--- src/rtl/dscr_defines.svh ---
// Constants of the serial DAC command decoder: frame layout, codes and reset values.
// Assumes inclusion by bare name from the package and from dscr_serial_regs.
`ifndef DSCR_DEFINES_SVH
`define DSCR_DEFINES_SVH

`define DSCR_FRAME_BITS 16
`define DSCR_RW_POS 15
`define DSCR_SEL_HI 14
`define DSCR_SEL_LO 12
`define DSCR_DATA_BITS 12
`define DSCR_SEL_NOP 3'h0
`define DSCR_SEL_DAC 3'h1
`define DSCR_SEL_CTL 3'h7
`define DSCR_CTL_BITS 7
`define DSCR_CTL_OVERTEMP 0
`define DSCR_CTL_POWERUP 2
`define DSCR_CTL_FLOAT 6
`define DSCR_CTL_RESET 7'h40
`define DSCR_DAC_RESET 12'h000
`define DSCR_RD_DRIVE_EDGE 5
`define DSCR_RD_FIRST_FALL 4

`endif

--- src/rtl/dscr_pkg.sv ---
// Types shared by the serial DAC command decoder.
// Assumes dscr_defines.svh is on the include path.
`include "dscr_defines.svh"

package dscr_pkg;
    typedef enum logic [1:0] {
        DSCR_IDLE,
        DSCR_SHIFT,
        DSCR_DONE
    } dscr_state_e;

    typedef logic [`DSCR_FRAME_BITS-1:0] dscr_frame_t;
    typedef logic [`DSCR_CTL_BITS-1:0] dscr_ctl_t;
endpackage : dscr_pkg

--- src/rtl/dscr_pin_sync.sv ---
// Two-flop synchroniser bank for pins coming from the host's clock-free world.
// Assumes the inputs are asynchronous to clk_sys.
`timescale 1ns/10ps
`default_nettype none

module dscr_pin_sync #(
    parameter int WIDTH = 3
) (
    input wire logic clk_sys,              // System clock.
    input wire logic sys_rst,              // Synchronous reset, active high.
    input wire logic [WIDTH-1:0] pin_in,   // Raw pin levels.
    input wire logic [WIDTH-1:0] rst_val,  // Constant idle levels for reset.
    output logic [WIDTH-1:0] pin_sync      // Synchronised levels.
);
    logic [WIDTH-1:0] meta_r;

    always_ff @(posedge clk_sys) begin
        if (sys_rst) begin
            meta_r <= rst_val;
            pin_sync <= rst_val;
        end else begin
            meta_r <= pin_in;
            pin_sync <= meta_r;
        end
    end
endmodule : dscr_pin_sync

`default_nettype wire

--- src/rtl/dscr_serial_regs.sv ---
// Serial command decoder and register set of a single-channel 12-bit DAC.
// Assumes serial clock, frame select and serial data come from a host, are
// asynchronous, and toggle far slower than clk_sys (serial clock at most clk_sys/8).
//
// Overview of operation
// - Select code all ones in bits 14..12 writes the control register.
// - Frame: bit 15 read/write, bits 14..12 select, bits 11..0 data.
// - Select 000 no-op, 001 DAC input, 111 control, others reserved.
// - Control write: bits 11..7 zero, bits 6, 2 and 0 carry the three control fields.
// - Control bit zero reads one while thermal shutdown is active.
// - Control bit two powers the channel up; cleared powered-down is default.
// - Bit six cleared ties a powered-down output to ground through resistor.
// - Bit six set leaves the output high-impedance; this is the default.
// - Control register contents set the output power-up state.
// - Read frame shifts register out on the final 12 serial clocks.
// - Data sampled on rising edges, MSB first; action on 16th falling edge.
// - Thermal flag stays set, alarm low, until the host clears it.
// - Data output high-impedance until fifth rising edge; released at end or frame end.
`include "dscr_defines.svh"
`timescale 1ns/10ps
`default_nettype none

module dscr_serial_regs
    import dscr_pkg::*;
(
    input wire logic clk_sys,                    // System clock, 100 MHz.
    input wire logic sys_rst,                    // Synchronous reset, active high.
    input wire logic sclk_pin,                   // Serial clock from host.
    input wire logic frame_sel_n_pin,            // Frame select, active low.
    input wire logic sdi_pin,                    // Serial data in.
    input wire logic load_strobe_n,              // Load strobe, active low (async pin).
    input wire logic overtemp_event,             // Die over-temperature level, same clock.
    output logic sdo_o,                          // Serial data out value.
    output logic sdo_oe,                         // Serial data out drive enable.
    output logic [`DSCR_DATA_BITS-1:0] dac_code, // Code applied to the converter.
    output logic channel_powerup,                // Analog channel powered.
    output logic output_float_sel,               // Powered-down output floats when high.
    output logic output_to_ground,               // Ground the output through resistor.
    output logic alarm_n                         // Thermal alarm, active low.
);
    typedef struct packed {
        dscr_state_e state;
        logic sclk_d;
        logic strobe_d;
        logic [4:0] rise_cnt;
        logic [4:0] fall_cnt;
        dscr_frame_t shift;
        logic is_read;
        logic [`DSCR_DATA_BITS-1:0] rd_data;
        logic sdo;
        logic sdo_oe;
        logic [`DSCR_DATA_BITS-1:0] dac_input;
        logic [`DSCR_DATA_BITS-1:0] dac_reg;
        dscr_ctl_t ctl;
        logic sync_load;
    } dscr_regs_s;

    dscr_regs_s st_r;
    dscr_regs_s st_nxt;
    logic [3:0] pins_s;
    logic sclk_s;
    logic fsel_n_s;
    logic sdi_s;
    logic strobe_n_s;
    logic sclk_rise;
    logic sclk_fall;
    logic strobe_fall;
    logic [2:0] sel;
    dscr_frame_t frame_full;

    dscr_pin_sync #(
        .WIDTH(4)
    ) u_sync (
        .clk_sys(clk_sys),
        .sys_rst(sys_rst),
        .pin_in({load_strobe_n, sdi_pin, frame_sel_n_pin, sclk_pin}),
        .rst_val(4'ha), // Idle levels: strobe high, data low, frame select high, clock low.
        .pin_sync(pins_s)
    );

    assign sclk_s = pins_s[0];
    assign fsel_n_s = pins_s[1];
    assign sdi_s = pins_s[2];
    assign strobe_n_s = pins_s[3];
    assign sclk_rise = sclk_s && !st_r.sclk_d;
    assign sclk_fall = !sclk_s && st_r.sclk_d;
    assign strobe_fall = !strobe_n_s && st_r.strobe_d;
    assign frame_full = st_r.shift;
    assign sel = frame_full[`DSCR_SEL_HI:`DSCR_SEL_LO];

    always_comb begin
        st_nxt = st_r;
        st_nxt.sclk_d = sclk_s;
        st_nxt.strobe_d = strobe_n_s;

        // Over-temperature sets the flag and shuts the channel down; the flag holds
        // until the host clears it. The set is applied last so it wins a clear.
        case (st_r.state)
            DSCR_IDLE: begin
                st_nxt.sdo_oe = 1'b0;
                if (!fsel_n_s) begin
                    st_nxt.state = DSCR_SHIFT;
                    st_nxt.rise_cnt = 5'h0;
                    st_nxt.fall_cnt = 5'h0;
                    st_nxt.is_read = 1'b0;
                end
            end
            DSCR_SHIFT: begin
                if (fsel_n_s) begin
                    // Frame aborted early: nothing executes, output released.
                    st_nxt.state = DSCR_IDLE;
                    st_nxt.sdo_oe = 1'b0;
                end else begin
                    if (sclk_rise) begin
                        st_nxt.shift = {st_r.shift[`DSCR_FRAME_BITS-2:0], sdi_s};
                        st_nxt.rise_cnt = st_r.rise_cnt + 5'h1;
                        if (st_r.rise_cnt == 5'(`DSCR_RD_FIRST_FALL - 1)) begin
                            // Fourth rising edge: the read flag already sits in bit two, so it
                            // is known in time to enable the output on the fifth rise.
                            st_nxt.is_read = st_r.shift[2];
                        end
                        if (st_r.rise_cnt == 5'(`DSCR_RD_DRIVE_EDGE - 1) && st_r.is_read) begin
                            st_nxt.sdo_oe = 1'b1;
                        end
                    end
                    if (sclk_fall) begin
                        st_nxt.fall_cnt = st_r.fall_cnt + 5'h1;
                        if (st_r.fall_cnt == 5'(`DSCR_RD_FIRST_FALL - 1) && st_r.is_read) begin
                            // Header known: latch readback word and present its MSB.
                            // Only four bits are in yet, so the select code is in bits 2..0.
                            case (st_r.shift[`DSCR_SEL_HI-`DSCR_SEL_LO:0])
                                `DSCR_SEL_DAC: st_nxt.rd_data = st_r.dac_input;
                                `DSCR_SEL_CTL: st_nxt.rd_data = {5'h0, st_r.ctl};
                                default: st_nxt.rd_data = `DSCR_DAC_RESET;
                            endcase
                            st_nxt.sdo = st_nxt.rd_data[`DSCR_DATA_BITS-1];
                        end else if (st_r.fall_cnt >= 5'(`DSCR_RD_FIRST_FALL)
                                     && st_r.fall_cnt < 5'(`DSCR_FRAME_BITS - 1)) begin
                            // Shift the remaining 11 bits out on falling edges 5 to 15.
                            st_nxt.rd_data = {st_r.rd_data[`DSCR_DATA_BITS-2:0], 1'b0};
                            st_nxt.sdo = st_r.rd_data[`DSCR_DATA_BITS-2];
                        end
                        if (st_r.fall_cnt == 5'(`DSCR_FRAME_BITS - 1)) begin
                            // Sixteenth falling edge: execute the frame.
                            st_nxt.state = DSCR_DONE;
                            st_nxt.sdo_oe = 1'b0;
                            if (!st_r.shift[`DSCR_RW_POS]) begin
                                if (sel == `DSCR_SEL_DAC) begin
                                    st_nxt.dac_input = st_r.shift[`DSCR_DATA_BITS-1:0];
                                    // Low strobe at this edge loads the DAC on the next clk_sys cycle.
                                    st_nxt.sync_load = !strobe_n_s;
                                end else if (sel == `DSCR_SEL_CTL) begin
                                    // Reserved bits 11..7, 5..3, 1 are dropped
                                    st_nxt.ctl[`DSCR_CTL_POWERUP] =
                                        st_r.shift[`DSCR_CTL_POWERUP];
                                    st_nxt.ctl[`DSCR_CTL_FLOAT] =
                                        st_r.shift[`DSCR_CTL_FLOAT];
                                    // Writing zero clears the sticky flag; one is ignored.
                                    if (!st_r.shift[`DSCR_CTL_OVERTEMP]) begin
                                        st_nxt.ctl[`DSCR_CTL_OVERTEMP] = 1'b0;
                                    end
                                end
                                // No-op and reserved codes fall through untouched
                            end
                        end
                    end
                end
            end
            DSCR_DONE: begin
                // Wait for frame select to rise before a new frame can start.
                st_nxt.sdo_oe = 1'b0;
                if (fsel_n_s) begin
                    st_nxt.state = DSCR_IDLE;
                end
            end
            default: st_nxt.state = DSCR_IDLE;
        endcase

        if (st_r.sync_load) begin
            st_nxt.dac_reg = st_r.dac_input;
            st_nxt.sync_load = 1'b0;
        end else if (strobe_fall) begin
            st_nxt.dac_reg = st_nxt.dac_input;
        end

        if (overtemp_event) begin
            st_nxt.ctl[`DSCR_CTL_OVERTEMP] = 1'b1;
        end
    end

    always_ff @(posedge clk_sys) begin
        if (sys_rst) begin
            st_r <= '0;
            st_r.state <= DSCR_IDLE;
            st_r.sclk_d <= 1'b0;
            st_r.strobe_d <= 1'b1;
            st_r.ctl <= `DSCR_CTL_RESET;
            st_r.dac_input <= `DSCR_DAC_RESET;
            st_r.dac_reg <= `DSCR_DAC_RESET;
        end else begin
            st_r <= st_nxt;
        end
    end

    assign sdo_o = st_r.sdo;
    assign sdo_oe = st_r.sdo_oe;
    assign dac_code = st_r.dac_reg;
    assign alarm_n = !st_r.ctl[`DSCR_CTL_OVERTEMP];
    // Thermal shutdown acts like clearing the power-up bit
    assign channel_powerup = st_r.ctl[`DSCR_CTL_POWERUP] && !st_r.ctl[`DSCR_CTL_OVERTEMP];
    assign output_float_sel = st_r.ctl[`DSCR_CTL_FLOAT];
    assign output_to_ground = !channel_powerup && !st_r.ctl[`DSCR_CTL_FLOAT];
endmodule : dscr_serial_regs

`default_nettype wire

--- config.mk ---
export PLATFORM = sky130hd
export DESIGN_NAME = dscr_serial_regs
export DESIGN_NICKNAME = d
export VERILOG_FILES = /design/src/rtl/dscr_pkg.sv /design/src/rtl/dscr_pin_sync.sv /design/src/rtl/dscr_serial_regs.sv
export VERILOG_INCLUDE_DIRS = /design/src /design/src/rtl
export SDC_FILE = /design/constraint.sdc
export NUM_CORES = 1
export LEC_CHECK = 0
export BUFFER_PORTS_ARGS = -buffer_cell sky130_fd_sc_hd__buf_4
export CAP_MARGIN = 10
export CORE_MARGIN = 5
export CORE_UTILIZATION = 35
export CTS_CLUSTER_SIZE = 25
export DETAILED_ROUTE_END_ITERATION = 8
export SLEW_MARGIN = 25
export SYNTH_ARGS = -nofsm -noshare
export SYNTH_HDL_FRONTEND = slang
export SYNTH_SLANG_ARGS = --single-unit
--- constraint.sdc ---
create_clock -name clk_sys -period 2.5 [get_ports clk_sys]
set_input_delay 0.125 -clock clk_sys [delete_from_list [all_inputs] [get_ports clk_sys]]
set_output_delay 0.125 -clock clk_sys [all_outputs]
set_load 0.02 [all_outputs]
=== After elaboration in Yosys (flattened, before gate mapping) ===
Cells that the tools add are included.
Widths: inputs -> output; s select.

* Register bits after elaboration: 81
* Latch bits: 0
* Bits in writable memories: 0
* Memory bits (read-only): 0
* Input bits: 7
* Output and inout port bits: 18
* Word-level logic and storage cells: 120
* Memories: 0

* $add $sub $neg: 2
* Multiply operators: 0
* Div/mod/pow operators: 0
* $lt $le $gt $ge: 2
* Equal/unequal tests: 22
* Shift-type cells: 0
* Mux-type cells: 40
* Bitwise operators: 3
* Reductions and logical operators: 34

{| class="wikitable"
|+ Operator list
! kind !! number
|-
| $mux 12 || 6
|-
| $mux 40 || 1
|-
| $mux 13 || 3
|-
| $mux 26 || 1
|-
| $pmux 12 s2 || 1
|-
| $mux 2 || 10
|-
| $pmux 10 s2 || 1
|-
| $ne 2x2->1 const B || 9
|-
| $mux 17 || 1
|-
| $reduce_and 4->1 || 4
|-
| $reduce_bool 2->1 || 8
|-
| $add 5x1->5 const B || 2
|-
| $eq 5x2->1 const B || 2
|-
| $mux 1 || 10
|-
| $mux 10 || 1
|-
| $mux 5 || 2
|-
| $logic_and 1x1->1 || 8
|-
| $reduce_and 8->1 || 1
|-
| $reduce_and 7->1 || 1
|-
| $eq 3x1->1 const B || 2
|-
| $eq 3x3->1 const B || 2
|-
| $logic_not 1->1 || 6
|-
| $ne 3x2->1 const B || 2
|-
| $pmux 2 s3 || 1
|-
| 14 further kinds || 18
|}

=== Logic depth before layout (Yosys ltp) ===
* Word-level depth: 10
* Depth in mapped cells: 9
* Mapped depth without buffers: 7

=== Modules after synthesis ===
From an unflattened synthesis, not the netlist that was laid out.

* Cell total of the unflattened synthesis: 371
* Area total of the unflattened synthesis: 3,453.3 um^2

{| class="wikitable"
|+ Modules (own cells, without submodules)
! module !! times used !! cells an instance !! area an instance (um^2) !! seq. area each (um^2)
|-
| dscr_serial_regs || 1 || 354 || 3,161.8 || 1,441.4
|-
| dscr_pin_sync || 1 || 17 || 291.5 || 160.2
|}

=== Worst setup path after synthesis ===
No wires, ideal clock.

* Path kind: reg2reg
* Start: reg st_r[63] (netlist bit)
* End: reg st_r (netlist bit dac_code[2])
* Setup time: 134 ps
* Arrival: 1,996 ps
* Data required time: 2,366 ps
* Setup slack: 370 ps
* Cell stages (with the launch flop): 10
* Path buffers: 2
* Period minus slack after synthesis: 2,130 ps
* Cells stage by stage: dfxtp_1 > ha_1 > and3_1 > ha_1 > inv_1 > or4b_1 > buf_2 > buf_6 > mux2i_1 > o22ai_1

* Cells in the longest elaborated chain, start to end: 7

{| class="wikitable"
|+ RTL lines
! what !! RTL line !! text
|-
| start, declared || dscr_serial_regs.sv:58 || <nowiki>dscr_regs_s st_r;</nowiki>
|-
| start signal, assigned || dscr_serial_regs.sv:201 || <nowiki>st_r <= st_nxt;</nowiki>
|-
| $eq 5x4->1 || dscr_serial_regs.sv:143 || <nowiki>if (st_r.fall_cnt == 5'(`DSCR_FRAME_BITS - 1)) begin</nowiki>
|-
| $mux 13 || dscr_serial_regs.sv:143 ||
|-
| $mux 26 || dscr_serial_regs.sv:126 || <nowiki>if (sclk_fall) begin</nowiki>
|-
| $mux 12 || dscr_serial_regs.sv:109 || <nowiki>if (fsel_n_s) begin</nowiki>
|-
| $mux 12 || dscr_serial_regs.sv:98 || <nowiki>case (st_r.state)</nowiki>
|-
| $mux 12 || dscr_serial_regs.sv:182 || <nowiki>end else if (strobe_fall) begin</nowiki>
|-
| $mux 12 || dscr_serial_regs.sv:179 || <nowiki>if (st_r.sync_load) begin</nowiki>
|}

No other way between the ends. The select of a mux whose other input is x is not followed.
A chain may end at the register's enable or synchronous reset.

=== Worst setup path in the final report ===
* Start: reg st_r[63] (netlist bit)
* End: reg st_r (netlist bit dac_code[9])

The elaborated chain is that of the path after synthesis.

==> results by group <==
Outcome
  – Outcome: complete, no violations

Routing
  – 1st-pass router iterations: 4
  – DR WL met3: 278 um
  – Per-cell routed wire length: 14.4 um
  – DRT antenna net count: 0
  – Via count: 2706
  – Top layer in use: met4
  – DR WL met2: 3540 um
  – Vias per cell: 5.12
  – Post-route DRC: 0
  – Initial detailed-routing violation count: 153
  – WL final: 7620 um
  – Met1 WL: 3660 um

Pwr
  – Leakage: 1.38 nW
  – PD cells: 584 nW/um^2
  – Worst vdd ir: 0.262 mV
  – Clock share of power: 40.1%
  – Pint: 0.00171 W
  – Combinational power share: 2.9%
  – Final Power: 0.00226 W
  – Reg power frac: 57.0%
  – Switching part of the total: 24.3%
  – Net switching power: 0.000549 W

Synth
  – Syn nets: 391
  – Cells after Synth: 379
  – Cell variety after synth: 47
  – Synth area leaders: dfxtp_1 (47%), a21oi_1 (4.9%), mux2i_1 (4.4%), nand2_1 (4.2%), a22oi_1 (3.1%)
  – Post-synth ARST share: 0%
  – YS warnings: 0
  – Top-count cell post-synth: dfxtp_1
  – Number of enable flip-flop cells after synthesis: 0
  – Synth Flop Type: dfxtp_1
  – Cell area after synthesis: 3390 um^2
  – Share of the synthesized area in the top cell type: 47.2%
  – Area leader, netlist: dfxtp_1
  – Synth top cells by count: dfxtp_1 (80), nand2_1 (38), a21oi_1 (33), nor2_1 (28), clkbuf_1 (24)
  – Yosys reg bits: 80
  – Sequential area share after synthesis: 47.2%
  – Post-Syn Area per Cell: 8.95 um^2

Cells and area
  – Share of layout cells above drive strength 1: 15.2%
  – Syn-to-layout area delta: 13.9%
  – FILL cells: 958
  – FF/Latch Area: 1600 um^2
  – Final core utilization: 40.3%
  – Diode count: 0
  – Multi-input gate area: 1540 um^2
  – Final net count: 403

Die
  – Std cell rows: 36
  – CORE AREA: 9590 um^2
  – Die Area: 11800 um^2
  – Die height: 108 um
  – Die width: 108 um
  – Total I/O pin count: 25
  – Starting Density: 35.4%

Clock tree
  – TritonCTS buffer count: 9
  – Clk sink count: 80
  – H-tree Lvls: 3
  – Worst skew pair latency: 0.36 ns
  – Worst-path clk slew: 0.09 ns
  – CTS tree: done
  – Clk buf depth: 2
  – Root buffer cell: clkbuf_8

Timing
  – Period utilisation layout: 91.5%
  – Crit path time final: 2.29 ns
  – Max Clock Skew: 0.0104 ns
  – Setup-failing EPs final: 0
  – Setup TNS: 0 ns
  – Worst setup margin: 0.212 ns
  – FMAX: 437 MHz
  – Hold Fails Final Rpt: 0
  – Slew margin rel.: 62.9%
  – RSZ-0062 raised after global routing: no
  – Hold WS: 0.163 ns
  – Slew Viols, Final: 0
  – Least-Margin Pin Slew: 0.549 ns

Setup path
  – CP Cell Sequence: ha_2, and3_1, ha_1, inv_1, or4b_1, buf_4, mux2i_1, o22ai_1
  – Crit path max-delay family: simple AND/OR/NAND/NOR gates
  – Crit path DAT: 2.52 ns
  – Buf/Inv on CP: 2
  – CP Class: flop to flop
  – Crit path capture type: flop
  – Worst Path Max Fanout: 12
  – Startpoint types: flop
  – Worst path max stage delay: 0.52 ns
  – Slowest CP cell: or4b_1
  – Required time worst endpoint: 2.74 ns

GRT
  – Grt total ovfl: 0
  – Vias in the first global route: 2549
  – Overall Global Routing Usage: 13.6%
  – First-pass GRT wire length: 12600 um
  – Largest net degree at the start of global routing: 43
  – Initial antenna violation count: 0

Placement
  – Port-buffer cells: 24
  – HPWL after DPL: 5110 um
  – Worst slack, placed: 0.216 ns
  – Placer Congestion: 0.788

Job
  – Max-cap viol count: 0

Hold path
  – Class of the worst hold path: primary input to flop
state kept, by name, summed over array words and instances (netlist names):
register          count
dac_code             12
frame_full           16
output_float_sel      1
sdo_oe                1
st_r                 42
u_sync.meta_r         4
u_sync.pin_sync       4
layout by cell type, fill, tap and decap left out, drive strengths merged, types with 3 or more instances in the layout:
cell	count
a21oi	33
o21ai	5
buf	36
nand4b	4
clkinvlp	3
o22ai	12
clkbuf	10
inv	17
and4	3
o2bb2ai	8
nor2b	8
a2111oi	3
a31oi	9
nor2	28
nand2	38
or2	8
mux2i	15
nor4	3
ha	5
a21boi	9
a22oi	14
a311oi	5
nor3	4
dfxtp	80
dlygate4sd3	5
power by group through the flow:
| stage | logic [W] | clock network [W] | registers [W] |
|---|---|---|---|
| 5_1_grt | 0.0000713 | 0.000980 | 0.00129 |
| 4_1_cts | 0.0000655 | 0.000935 | 0.00129 |
| 3_3_place_gp | 0.0000584 | 0 | 0.00132 |
| 6_report | 0.0000652 | 0.000906 | 0.00129 |
| 3_5_place_dp | 0.0000592 | 0 | 0.00132 |
| 2_1_floorplan | 0.0000391 | 0 | 0.00131 |
worst reg2reg max path, delay by kind of cell (launching register included):
| kind | cells | cell delay, ns |
|---|---|---|
| AO/OA/AOI/OAI | 1 | 0.12 |
| multiplexers | 1 | 0.23 |
| flip-flops | 1 | 0.43 |
| adder cells (fa/ha/maj) | 2 | 0.41 |
| AND/OR/NAND/NOR | 2 | 0.69 |
| buffers and inverters | 2 | 0.28 |
layer usage:
layer,track usage (%),up-vias
li1,-,1372
met1,18.0,1265
met2,21.4,59
met3,2.57,10
met4,6.22,0
met5,0,-
metrics by stage:
stage	instances	instance area, um^2
2_1_floorplan	379	3390
3_3_place_gp	508	3620
3_5_place_dp	508	3620
4_1_cts	529	3860
5_1_grt	529	3870
6_report	529	3870
worst paths after layout:
path	start	to	slack [ns]	cells past startpoint
worst max register to register	st_r[63]$_SDFFE_PP0P_	dac_code[9]$_SDFFE_PP0P_	0.21	8
worst min register to register	u_sync.meta_r[1]$_SDFF_PP1_	u_sync.pin_sync[1]$_SDFF_PP1_	0.42	1
worst max-delay path	st_r[63]$_SDFFE_PP0P_	dac_code[9]$_SDFFE_PP0P_	0.21	8
worst min-delay path	sys_rst	st_r[29]$_SDFF_PP0_	0.16	2
what timing repair did:
action / CTS / global route
buffers inserted: 0 / 0
hold buffers: 5 / 0
endpoints found under the hold margin: 5 / 0
setup endpoints to repair: 0 / 1
resized for setup: 0 / 1
layout make-up:
cell class / instances / share of cell area, %
clock inverter: 6 / 1.33
multi-input combinational: 245 / 39.7
inverter: 14 / 1.36
timing repair buffer: 41 / 8.28
clock buffer: 10 / 3.56
tap: 133 / 4.30
sequential: 80 / 41.4
kinds of logic (layout without fill, tap and decap cells):
family | after synthesis | after routing | synth area share (%)
compound gates | 111 | 111 | 21.8
flops | 80 | 80 | 47.2
xor+xnor | 2 | 2 | 0.516
fa+ha+maj | 5 | 5 | 1.84
simple gates | 112 | 112 | 16.6
buf+inv | 54 | 71 | 7.60
mux | 15 | 15 | 4.42
No activity file was read; power rests on OpenSTA's default activity.
